**src/shared/cim_pkg.sv**
```systemverilog
// Purpose: constants for the control input function mapper
// Assumes: 20 MHz aclk, AXI4-Lite register access, 32-bit data
// Notes: selection byte = {b_contact, function[6:0]}, one byte each for position, velocity and torque modes
// Behaviour
// - any assignable function except deviation clear may be routed to any general input by configuration
// - each input has its own contact polarity setting
// - a-contact: open means function OFF, connected to return means ON
// - b-contact: open means function ON, connected to return means OFF
// - a selection of no function makes the input ignored in that mode
// - each input has separate selections for position, velocity and torque modes
// - drive is energised while the energise function is ON, otherwise off
// - an active over-travel inhibit applies the behaviour chosen by the setup register
// - the deviation-clear function resets the positional deviation counter
// - default clear acts on the OFF-to-ON edge; the mode register may change it
// - level mode clears while ON, edge mode once per edge, with minimum widths
// - deviation clear works only on input 7; any other allocation in the active mode raises an error
package cim_pkg;
    localparam int NUM_INPUTS = 10;
    localparam int ADDR_W = 8;

    // register byte addresses
    localparam logic [7:0] ADDR_SEL_BASE = 8'h00;
    localparam logic [7:0] ADDR_OT_SETUP = 8'h28;
    localparam logic [7:0] ADDR_CLR_MODE = 8'h2C;
    localparam logic [7:0] ADDR_STATUS = 8'h30;

    // selection reset values, input 10 first
    localparam logic [NUM_INPUTS-1:0][31:0] SEL_RESET = {
        32'h00000E88, 32'h00050505, 32'h00040404, 32'h00000F07, 32'h00030303,
        32'h0000100C, 32'h00060606, 32'h0091918A, 32'h00818181, 32'h00828282};

    // selection byte layout
    localparam int BYTE_POS_LSB = 0;
    localparam int BYTE_VEL_LSB = 8;
    localparam int BYTE_TRQ_LSB = 16;
    localparam int POL_BIT = 7;

    // control modes
    localparam logic [1:0] MODE_POS = 2'h0;
    localparam logic [1:0] MODE_VEL = 2'h1;
    localparam logic [1:0] MODE_TRQ = 2'h2;
    localparam logic [1:0] MODE_FULL = 2'h3;

    // function codes
    localparam logic [6:0] FN_NONE = 7'h00;
    localparam logic [6:0] FN_POS_LIMIT = 7'h01;
    localparam logic [6:0] FN_NEG_LIMIT = 7'h02;
    localparam logic [6:0] FN_ENERGISE = 7'h03;
    localparam logic [6:0] FN_DEV_RESET = 7'h07;
    localparam int DEV_RESET_INPUT = 6;

    // over-travel response setup
    localparam logic [1:0] OT_BLOCK = 2'h0;
    localparam logic [1:0] OT_DISABLED = 2'h1;
    localparam logic [1:0] OT_QSTOP = 2'h2;
    localparam logic [1:0] OT_RESET = 2'h0;

    // deviation reset mode
    localparam logic [2:0] CLR_LEVEL_500US = 3'h1;
    localparam logic [2:0] CLR_LEVEL_1MS = 3'h2;
    localparam logic [2:0] CLR_EDGE_100US = 3'h3;
    localparam logic [2:0] CLR_EDGE_1MS = 3'h4;
    localparam logic [2:0] CLR_RESET = 3'h3;

    // timing
    localparam int CLK_MHZ = 20;
    localparam int CLR_W_500_US = 500;
    localparam int CLR_W_1MS_US = 1000;
    localparam int CLR_W_100_US = 100;
    localparam int CLR_500_CYC = CLR_W_500_US * CLK_MHZ;
    localparam int CLR_1MS_CYC = CLR_W_1MS_US * CLK_MHZ;
    localparam int CLR_100_CYC = CLR_W_100_US * CLK_MHZ;
    localparam int CLR_CNT_W = 16;

    // status register bits
    localparam int ST_ENERGISE = 0;
    localparam int ST_POS_BLOCK = 1;
    localparam int ST_NEG_BLOCK = 2;
    localparam int ST_QSTOP = 3;
    localparam int ST_ASSIGN_ERR = 4;
    localparam int ST_DEV_CLEAR = 5;
    localparam int ST_PINS_LSB = 16;

    localparam logic [1:0] RESP_OKAY = 2'h0;
    localparam logic [1:0] RESP_SLVERR = 2'h2;
endpackage : cim_pkg

```
**src/cim_input_sync.sv**
```systemverilog
// Purpose: two-stage synchroniser for the isolated control inputs
// Assumes: inputs are asynchronous levels
// Notes: stage one feeds only stage two
`timescale 1ns/1ns
module cim_input_sync #(
    parameter int W = 10
) (
    // clock and reset
    input wire logic aclk,
    input wire logic aresetn,
    // levels
    input wire logic [W-1:0] async_in,
    output logic [W-1:0] sync_out
);
    typedef struct packed {
        logic [W-1:0] s1;
        logic [W-1:0] s2;
    } cim_sync_t;

    cim_sync_t st_r;
    cim_sync_t st_nxt;

    always_comb begin
        st_nxt.s1 = async_in;
        st_nxt.s2 = st_r.s1;
    end

    always_ff @(posedge aclk) begin
        if (!aresetn) begin
            st_r <= '0;
        end else begin
            st_r <= st_nxt;
        end
    end

    assign sync_out = st_r.s2;
endmodule : cim_input_sync

```
**src/cim_mapper.sv**
```systemverilog
// Purpose: maps ten general control inputs onto drive functions
// Assumes: control_mode comes from logic on aclk; pins are asynchronous
// Notes: deviation clear widths above 4096 cycles are parameters
//
// The implementer's own choices: register access over AXI4-Lite and the placing of the registers.
`timescale 1ns/1ns
module cim_mapper
    import cim_pkg::*;
#(
    parameter int CLR_500_CYCLES = CLR_500_CYC,
    parameter int CLR_1MS_CYCLES = CLR_1MS_CYC
) (
    // clock and reset
    input wire logic aclk,
    input wire logic aresetn,
    // axi4-lite write address
    input wire logic awvalid,
    output logic awready,
    input wire logic [ADDR_W-1:0] awaddr,
    input wire logic [2:0] awprot,
    // axi4-lite write data
    input wire logic wvalid,
    output logic wready,
    input wire logic [31:0] wdata,
    input wire logic [3:0] wstrb,
    // axi4-lite write response
    output logic bvalid,
    input wire logic bready,
    output logic [1:0] bresp,
    // axi4-lite read address
    input wire logic arvalid,
    output logic arready,
    input wire logic [ADDR_W-1:0] araddr,
    input wire logic [2:0] arprot,
    // axi4-lite read data
    output logic rvalid,
    input wire logic rready,
    output logic [31:0] rdata,
    output logic [1:0] rresp,
    // control inputs, high while connected to the return terminal
    input wire logic general_input_1,
    input wire logic general_input_2,
    input wire logic general_input_3,
    input wire logic general_input_4,
    input wire logic general_input_5,
    input wire logic general_input_6,
    input wire logic general_input_7,
    input wire logic general_input_8,
    input wire logic general_input_9,
    input wire logic general_input_10,
    // active control mode
    input wire logic [1:0] control_mode,
    // drive functions
    output logic drive_energise,
    output logic positive_travel_block,
    output logic negative_travel_block,
    output logic overtravel_quick_stop,
    output logic deviation_counter_clear,
    output logic assign_error
);
    typedef struct packed {
        logic [NUM_INPUTS-1:0][31:0] sel;
        logic [1:0] ot_setup;
        logic [2:0] clr_mode;
        logic aw_have;
        logic [ADDR_W-1:0] aw_addr;
        logic w_have;
        logic [31:0] w_data;
        logic [3:0] w_strb;
        logic bvalid;
        logic [1:0] bresp;
        logic rvalid;
        logic [31:0] rdata;
        logic [1:0] rresp;
        logic [CLR_CNT_W-1:0] clr_cnt;
        logic clr_done;
        logic dev_clear;
        logic energise;
        logic pos_block;
        logic neg_block;
        logic qstop;
        logic assign_err;
    } cim_state_t;

    localparam cim_state_t ST_RESET = '{
        sel: SEL_RESET,
        ot_setup: OT_RESET,
        clr_mode: CLR_RESET,
        default: '0};

    localparam logic [CLR_CNT_W-1:0] W_500 = CLR_CNT_W'(CLR_500_CYCLES);
    localparam logic [CLR_CNT_W-1:0] W_1MS = CLR_CNT_W'(CLR_1MS_CYCLES);
    localparam logic [CLR_CNT_W-1:0] W_100 = CLR_CNT_W'(CLR_100_CYC);

    cim_state_t st_r;
    cim_state_t st_nxt;
    logic [NUM_INPUTS-1:0] pins_async;
    logic [NUM_INPUTS-1:0] pins;

    // selection byte for the active mode
    function automatic logic [7:0] mode_byte(input logic [31:0] v, input logic [1:0] m);
        logic [7:0] b;
        case (m)
            MODE_VEL: b = v[BYTE_VEL_LSB +: 8];
            MODE_TRQ: b = v[BYTE_TRQ_LSB +: 8];
            default: b = v[BYTE_POS_LSB +: 8];
        endcase
        return b;
    endfunction : mode_byte

    // function state from contact polarity and pin level
    function automatic logic fn_state(input logic [7:0] b, input logic pin);
        return b[POL_BIT] ? ~pin : pin;
    endfunction : fn_state

    // byte-lane merge for register writes
    function automatic logic [31:0] merge(input logic [31:0] old, input logic [31:0] d,
                                          input logic [3:0] s);
        logic [31:0] v;
        v = old;
        for (int k = 0; k < 4; k++) begin
            if (s[k]) begin
                v[k*8 +: 8] = d[k*8 +: 8];
            end
        end
        return v;
    endfunction : merge

    assign pins_async = {general_input_10, general_input_9, general_input_8,
                         general_input_7, general_input_6, general_input_5,
                         general_input_4, general_input_3, general_input_2,
                         general_input_1};

    cim_input_sync #(
        .W(NUM_INPUTS)
    ) u_sync (
        .aclk(aclk),
        .aresetn(aresetn),
        .async_in(pins_async),
        .sync_out(pins)
    );

    always_comb begin
        logic [7:0] b;
        logic [6:0] fn;
        logic on;
        logic drive_energise_input;
        logic pot_on;
        logic not_on;
        logic clr_on;
        logic err;
        logic level_mode;
        logic reached;
        logic [CLR_CNT_W-1:0] width;
        logic [5:0] widx;
        logic [5:0] ridx;
        logic [31:0] rd;
        logic rd_ok;
        b = '0;
        fn = '0;
        on = 1'b0;
        drive_energise_input = 1'b0;
        pot_on = 1'b0;
        not_on = 1'b0;
        clr_on = 1'b0;
        err = 1'b0;
        level_mode = 1'b0;
        reached = 1'b0;
        width = W_100;
        widx = '0;
        ridx = '0;
        rd = '0;
        rd_ok = 1'b0;
        st_nxt = st_r;

        // function routing
        for (int i = 0; i < NUM_INPUTS; i++) begin
            b = mode_byte(st_r.sel[i], control_mode);
            fn = b[6:0];
            on = fn_state(b, pins[i]);
            if (fn != FN_NONE) begin
                if (fn == FN_ENERGISE) begin
                    drive_energise_input = drive_energise_input | on;
                end
                if (fn == FN_POS_LIMIT) begin
                    pot_on = pot_on | on;
                end
                if (fn == FN_NEG_LIMIT) begin
                    not_on = not_on | on;
                end
                if (fn == FN_DEV_RESET) begin
                    if (i == DEV_RESET_INPUT) begin
                        clr_on = clr_on | on;
                    end else begin
                        err = 1'b1;
                    end
                end
            end
        end

        st_nxt.energise = drive_energise_input;
        st_nxt.assign_err = err;
        // over-travel response
        if (st_r.ot_setup == OT_DISABLED) begin
            st_nxt.pos_block = 1'b0;
            st_nxt.neg_block = 1'b0;
            st_nxt.qstop = 1'b0;
        end else begin
            st_nxt.pos_block = pot_on;
            st_nxt.neg_block = not_on;
            st_nxt.qstop = (st_r.ot_setup == OT_QSTOP) & (pot_on | not_on);
        end

        // deviation counter clear
        case (st_r.clr_mode)
            CLR_LEVEL_500US: begin
                level_mode = 1'b1;
                width = W_500;
            end
            CLR_LEVEL_1MS: begin
                level_mode = 1'b1;
                width = W_1MS;
            end
            CLR_EDGE_1MS: begin
                level_mode = 1'b0;
                width = W_1MS;
            end
            default: begin
                level_mode = 1'b0;
                width = W_100;
            end
        endcase
        if (!clr_on) begin
            st_nxt.clr_cnt = '0;
            st_nxt.clr_done = 1'b0;
            st_nxt.dev_clear = 1'b0;
        end else begin
            reached = (st_r.clr_cnt >= width - CLR_CNT_W'(1));
            if (!reached) begin
                st_nxt.clr_cnt = st_r.clr_cnt + CLR_CNT_W'(1);
            end
            if (level_mode) begin
                st_nxt.dev_clear = reached;
            end else begin
                st_nxt.dev_clear = reached & ~st_r.clr_done;
                st_nxt.clr_done = st_r.clr_done | reached;
            end
        end

        // write channel
        if (awvalid && awready) begin
            st_nxt.aw_have = 1'b1;
            st_nxt.aw_addr = awaddr;
        end
        if (wvalid && wready) begin
            st_nxt.w_have = 1'b1;
            st_nxt.w_data = wdata;
            st_nxt.w_strb = wstrb;
        end
        if (st_r.bvalid && bready) begin
            st_nxt.bvalid = 1'b0;
        end
        if (st_r.aw_have && st_r.w_have && !st_r.bvalid) begin
            st_nxt.aw_have = 1'b0;
            st_nxt.w_have = 1'b0;
            st_nxt.bvalid = 1'b1;
            st_nxt.bresp = RESP_OKAY;
            widx = st_r.aw_addr[7:2];
            if (int'(widx) < NUM_INPUTS) begin
                st_nxt.sel[widx] = merge(st_r.sel[widx], st_r.w_data, st_r.w_strb);
            end else if (st_r.aw_addr[7:2] == ADDR_OT_SETUP[7:2]) begin
                if (st_r.w_strb[0]) begin
                    st_nxt.ot_setup = st_r.w_data[1:0];
                end
            end else if (st_r.aw_addr[7:2] == ADDR_CLR_MODE[7:2]) begin
                if (st_r.w_strb[0]) begin
                    st_nxt.clr_mode = st_r.w_data[2:0];
                end
            end else if (st_r.aw_addr[7:2] != ADDR_STATUS[7:2]) begin
                st_nxt.bresp = RESP_SLVERR;
            end
        end

        // read channel
        if (st_r.rvalid && rready) begin
            st_nxt.rvalid = 1'b0;
        end
        if (arvalid && arready) begin
            ridx = araddr[7:2];
            rd_ok = 1'b1;
            if (int'(ridx) < NUM_INPUTS) begin
                rd = st_r.sel[ridx];
            end else if (araddr[7:2] == ADDR_OT_SETUP[7:2]) begin
                rd = {30'h0, st_r.ot_setup};
            end else if (araddr[7:2] == ADDR_CLR_MODE[7:2]) begin
                rd = {29'h0, st_r.clr_mode};
            end else if (araddr[7:2] == ADDR_STATUS[7:2]) begin
                rd[ST_ENERGISE] = st_r.energise;
                rd[ST_POS_BLOCK] = st_r.pos_block;
                rd[ST_NEG_BLOCK] = st_r.neg_block;
                rd[ST_QSTOP] = st_r.qstop;
                rd[ST_ASSIGN_ERR] = st_r.assign_err;
                rd[ST_DEV_CLEAR] = st_r.dev_clear;
                rd[ST_PINS_LSB +: NUM_INPUTS] = pins;
            end else begin
                rd_ok = 1'b0;
            end
            st_nxt.rvalid = 1'b1;
            st_nxt.rdata = rd;
            st_nxt.rresp = rd_ok ? RESP_OKAY : RESP_SLVERR;
        end
    end

    always_ff @(posedge aclk) begin
        if (!aresetn) begin
            st_r <= ST_RESET;
        end else begin
            st_r <= st_nxt;
        end
    end

    // handshakes
    assign awready = ~st_r.aw_have & ~st_r.bvalid;
    assign wready = ~st_r.w_have & ~st_r.bvalid;
    assign arready = ~st_r.rvalid;
    assign bvalid = st_r.bvalid;
    assign bresp = st_r.bresp;
    assign rvalid = st_r.rvalid;
    assign rdata = st_r.rdata;
    assign rresp = st_r.rresp;

    // functions
    assign drive_energise = st_r.energise;
    assign positive_travel_block = st_r.pos_block;
    assign negative_travel_block = st_r.neg_block;
    assign overtravel_quick_stop = st_r.qstop;
    assign deviation_counter_clear = st_r.dev_clear;
    assign assign_error = st_r.assign_err;
endmodule : cim_mapper

```
**config.mk**
```make
export PLATFORM = sky130hd
export DESIGN_NAME = cim_mapper
export DESIGN_NICKNAME = d
export VERILOG_FILES = /design/src/shared/cim_pkg.sv /design/src/cim_input_sync.sv /design/src/cim_mapper.sv
export SDC_FILE = /design/constraint.sdc
export NUM_CORES = 1
export LEC_CHECK = 0
export BUFFER_PORTS_ARGS = -buffer_cell sky130_fd_sc_hd__buf_2
export CAP_MARGIN = 10
export CORE_ASPECT_RATIO = 0.8
export CORE_MARGIN = 2
export CORE_UTILIZATION = 40
export DETAILED_ROUTE_END_ITERATION = 12
export HOLD_SLACK_MARGIN = 0.12
export PLACE_DENSITY = 0.65
export SLEW_MARGIN = 10
export SYNTH_ARGS = -nofsm -noshare
export SYNTH_HDL_FRONTEND = slang
export SYNTH_SLANG_ARGS = --single-unit
```
**constraint.sdc**
```tcl
create_clock -name aclk -period 5.95 [get_ports aclk]
set_clock_uncertainty 0.05 [all_clocks]
set_input_delay 0 -clock aclk [delete_from_list [all_inputs] [get_ports aclk]]
set_output_delay 0 -clock aclk [all_outputs]
set_load 0.02 [all_outputs]
```
# Word-level counts from Yosys, hierarchy flattened
# Cells that the tools add are included.
# word_totals
ff_bits,452
input_bits,77
output_inout_bits,47
elab_cells,315
# classes
n_addsub,2
n_lt_le_gt_ge,6
eq_ne,53
n_mux,142
n_bitwise,51
reduce_logical,29
# ops
operator,count
bitwise mux 320 bit,1
binary-select mux 32 bit (select 4 bit),2
case mux 8 bit (2 select lines),10
"equality test 7 x 2 -> 1 bit, second input constant",20
demux 32 bit (select 4 bit),1
2-to-1 mux 32 bit,4
2-to-1 mux 1 bit,99
2-to-1 mux 8 bit,12
"equality test 7 x 1 -> 1 bit, second input constant",10
"equality test 7 x 3 -> 1 bit, second input constant",10
nonzero test 7 bit,10
2-to-1 mux 35 bit,1
"equality test 6 x 4 -> 1 bit, second input constant",5
case mux 15 bit (2 select lines),1
OR 1 bit,29
2-to-1 mux 26 bit,1
2-to-1 mux 10 bit,2
inverter 1 bit,18
"adder 16 x 1 -> 16 bit, second input constant",1
greater-or-equal comparator 16 bit,1
"subtractor 16 x 1 -> 16 bit, second input constant",1
"less-than comparator 6 x 4 -> 1 bit, second input constant",2
"less-than comparator 6 x 5 -> 1 bit, second input constant",2
2-to-1 mux 6 bit,2
17 further kinds,38

# Longest topological paths before layout
# logic_depth
depth_word,34
ltp_mapped,12
ltp_nobuf,11

# Modules after synthesis
# From an unflattened synthesis, not the netlist that was laid out.
# unflattened
cells_unflattened,2738
area_unflattened_um2,24677.4
# by_module_without_submodules
module,instances,cells_per_inst,area_each_um2,seq_area_each_um2
cim_mapper,1,2696,24115.6,8568.2
cim_input_sync,1,42,561.8,400.4

# Worst setup path after synthesis
# Ideal clock, no wire load.
# synth_path
kind,register to register
start,register st_r[108] (netlist bit)
end,register st_r[17] (netlist bit)
setup_time_ns,0.128
arrival_ns,2.354
path_slack_ns,3.418
stages_incl_launch_ff,13
path_buffers,1
synth_period_minus_slack_ns,2.532
cell_sequence,dfxtp_1 -> xor2_1 -> nand2b_1 -> inv_1 -> ha_1 -> a21o_1 -> a21o_1 -> a221oi_1 -> o31ai_2 -> clkbuf_1 -> nor3_1 -> xnor2_1 -> nor2_1
# synth_between
elab_chain_cells,5
word_cells_on_any_way,7
cone_classes,add/sub: 1; order compare: 1; eq/ne: 3; mux: 1; reduce/logical: 1
# synth_lines
item,line_no,text
"start, declared",cim_mapper.sv:95,cim_state_t st_r;
"start signal, assigned",cim_mapper.sv:318,st_r <= st_nxt;
equality test 3 bit or equality test 3 x 2 -> 1 bit (tied branches),cim_mapper.sv:215,case (st_r.clr_mode)
OR reduction 2 bit (no source line),n/a,
case mux 15 bit (2 select lines) (*),cim_mapper.sv:215,
subtractor 16 x 1 -> 16 bit (*),cim_mapper.sv:238,reached = (st_r.clr_cnt >= width - CLR_CNT_W'(1));
greater-or-equal comparator 16 bit (*),cim_mapper.sv:238,
# Every way passes the cells marked *; elsewhere a longest branch is shown, timed or not.
# A chain may end at the register's enable or synchronous reset.

# Worst setup path after layout
# layout_path
start,register st_r[103] (netlist bit)
end,register st_r[170] (netlist bit)
# layout_between
elab_chain_cells,6
word_cells_on_any_way,13
cone_classes,order compare: 3; mux: 8; reduce/logical: 2
# layout_lines
item,line_no,text
binary-select mux 32 bit (select 4 bit),cim_mapper.sv:270,"st_nxt.sel[widx] = merge(st_r.sel[widx], st_r.w_data, st_r.w_strb);"
2-to-1 mux 32 bit (not written as such),cim_mapper.sv:270,
2-to-1 mux 8 bit,cim_mapper.sv:122,if (s[k]) begin
2-to-1 mux 8 bit,cim_mapper.sv:269,if (int'(widx) < NUM_INPUTS) begin
2-to-1 mux 8 bit,cim_mapper.sv:263,if (st_r.aw_have && st_r.w_have && !st_r.bvalid) begin
bitwise mux 320 bit,cim_mapper.sv:270,
# Several ways; a longest one is shown, not always the timed one. The select of a mux whose other input is x is not followed.

==> out/results.ini <==
[timing]
rsz0062_at_grt=false
final-setup-viol-count=0
hold_viol=0
period_share_pct=57.83
tns_ns=0
drv_slew=0
fin_crit_ns=3.441
relSlewSlack_pct=14.10
max_freq_mhz=290.6
worst_pin_slew_ns=1.285

[logic_synthesis]
syn_inst=2738
synth_seq_cells=448
synthFlopType=dfxtp_1
synth.avg_cell_area_um2=8.822
syn_area_um2=24160
yosysSeqAreaShare_pct=37.13
synth_edf_count=0
yosys_warnings=0
synth_async_sr_flop_share_pct=0
synth_cell_types=73

[die]
initial_core_util_pct=40.49
fp.dieW_um=278.7
die_y_um=223.8
die_area_um2=62380
core_area_um2=59660
io_pins=124
std_cell_rows=80

[setup_path]
crit_family=simple AND/OR/NAND/NOR gates
critical_path_arrival_ns=3.92
critPathSlowestCell=nor2_4
crit_fanout=39
cpPeakStageDelay_ns=1.02
crit_chain=inv_2 > buf_4 > nand2_1 > nor2_4 > nand2_1 > a21boi_0
startpoint_type=register
critical_path_buf_inv_count=2
reg2reg_depth=6
cp_num_cells=6
timing.reg2reg.setup_slack_ns=2.51
critPathKind=reg2reg
crit_path_frequent_cell=nand2_1
worstPathRequired_ns=6.43
r2r_end=st_r[170]
endpoint_kind=register
rr_startpoint=st_r[103]

[global_route]
antenna_found_initial=5
grt_pass1_wl_um=133300
grt_util_met3_pct=9.335
grt-busiest-layer=met2
grt-ovfl-total=0
met1_usage_pct=38.52
grt_pass1_vias=21328
grt_usage_pct=28.10
grt_max_degree=259
grt_use_met2_pct=41.40

[clock_tree]
clk_pin_slew_ns=0.06
postCtsHoldBufs=151
clkLatencyLatePin_ns=0.62
htreeDepth=2
cts_buffers=46
postCtsSetupBuffers=0
cts-resized-gates=0
cts_buffer_depth=3
cts_tree=done
cts.sinks=448
cts_root_buf=clkbuf_16

[routing]
viasPerCell=6.181
antenna_left=0
dr.pass1.iters=6
first_iter_violations=2994
wl_um=89920
vias=22485
drcViolationCount=0
wl_per_cell_um=24.72

[power]
irDropWorstVdd_mv=0.1615
intPower_mw=5.204
p_switching_mw=1.925
netSwitchingFraction_pct=27.00
powerDensity_nw_per_um2=255.3
pwr-share-comb_pct=12.4
total_leakage_power_nw=9.896
seq_power_share_pct=43.8
clkPwrFrac_pct=43.8

[worst_hold_path]
min_from=general_input_4
hold_end=u_sync.st_nxt[3]
min_path_cells=3
hp-class=in2reg

[run_status]
outcome=completed

[finish]
final_cell_mix=nand2_1 (756), dfxtp_1 (445), a21boi_0 (282)
nets=2910
drive_gt1_share_pct=16.38
post-route-util_pct=46.80
area_growth_pct=15.59
final_common_cell=nand2_1

[run]
drv_cap=0

[place]
place.detailed.hpwl_um=56680
gp_congestion=0.9913
port_buffers=111

## power by group through the flow
stage | Clock, mW | Sequential, mW | Combinational, mW
6_report | 3.12 | 3.12 | 0.883
5_1_grt | 3.28 | 3.12 | 0.934
4_1_cts | 3.15 | 3.12 | 0.857
3_5_place_dp | 0 | 3.18 | 0.768
3_3_place_gp | 0 | 3.18 | 0.758
2_1_floorplan | 0 | 3.13 | 0.568
## final cells by class
| cell class | count | area, µm² |
|---|---|---|
| antenna | 2 | 5.005 |
| clock buffer | 55 | 1215 |
| fill | 5542 | 31740 |
| clock inverter | 29 | 362.8 |
| tap | 779 | 974.7 |
| multi-input combinational | 2008 | 13940 |
| sequential | 448 | 8977 |
| inverter | 21 | 78.83 |
| timing repair buffer | 296 | 2366 |
## metal layers
metal  share of wire, %  vias up
li1                   -     9879
met1                 41    10913
met2                 42     1474
met3                 14      219
met4                3.2        0
met5                  0        -
## worst register-to-register path: cells and delay by family (launching register included)
family	cells	cell delay [ns]
AO/OA/AOI/OAI	1	0.20
AND/OR/NAND/NOR	3	1.53
flip-flops	1	0.36
buffers and inverters	2	1.22
## through the flow
step	std cells	area [µm²]	hold WS, ns	worst slack, ns	total power [mW]
after floorplan	2740	24160	0.07729	3.418	3.699
after global placement	3400	24820	0.1596	2.551	3.940
after detailed placement	3400	24820	0.1607	2.560	3.952
after CTS	3635	27910	0.1325	2.650	7.122
after global routing	3636	27920	0.1493	2.439	7.332
final	3638	27920	0.1442	2.509	7.129
## kinds of logic after synthesis
family                     synth area share, %
and+or+nand+nor                          19.14
buffers and inverters                    5.413
muxes                                    16.73
adders and majority gates               0.6216
DFF                                      37.13
xor gates and xnor gates                0.7614
AOI/OAI and AO/OA                        20.18
other                                  0.03109
## synth_stat cells, drive strengths merged, types with 50 or more instances
| cell | instances | share of area, % |
|---|---|---|
| a21boi | 291 | 9.0 |
| a22oi | 72 | 2.2 |
| and2 | 51 | 1.3 |
| buf | 120 | 2.9 |
| clkbuf | 143 | 2.2 |
| dfxtp | 448 | 37 |
| mux2 | 69 | 3.2 |
| mux4 | 128 | 12 |
| nand2 | 756 | 12 |
| nor2 | 74 | 1.2 |
| nor2b | 50 | 1.3 |
| o21ai | 92 | 2.0 |
## sequential cells by signal, indices dropped and copies added (netlist names)
name / flops
st_r: 386
rdata: 32
u_sync.st_nxt: 10
u_sync.sync_out: 10
assign_error: 1
bresp: 1
bvalid: 1
deviation_counter_clear: 1
drive_energise: 1
negative_travel_block: 1
overtravel_quick_stop: 1
positive_travel_block: 1
rresp: 1
rvalid: 1
## worst max-delay path by stage
stage	endpoint	slack, ns	startpoint
after global routing	st_r[154]	2.44	st_r[100]
final	st_r[170]	2.51	st_r[103]
after CTS	st_r[162]	2.65	st_r[103]
after detailed placement	overtravel_quick_stop	2.56	control_mode[0]
after global placement	overtravel_quick_stop	2.55	control_mode[0]
after floorplan	st_r[17]	3.42	st_r[108]
No activity file was read; power rests on OpenSTA's default activity.
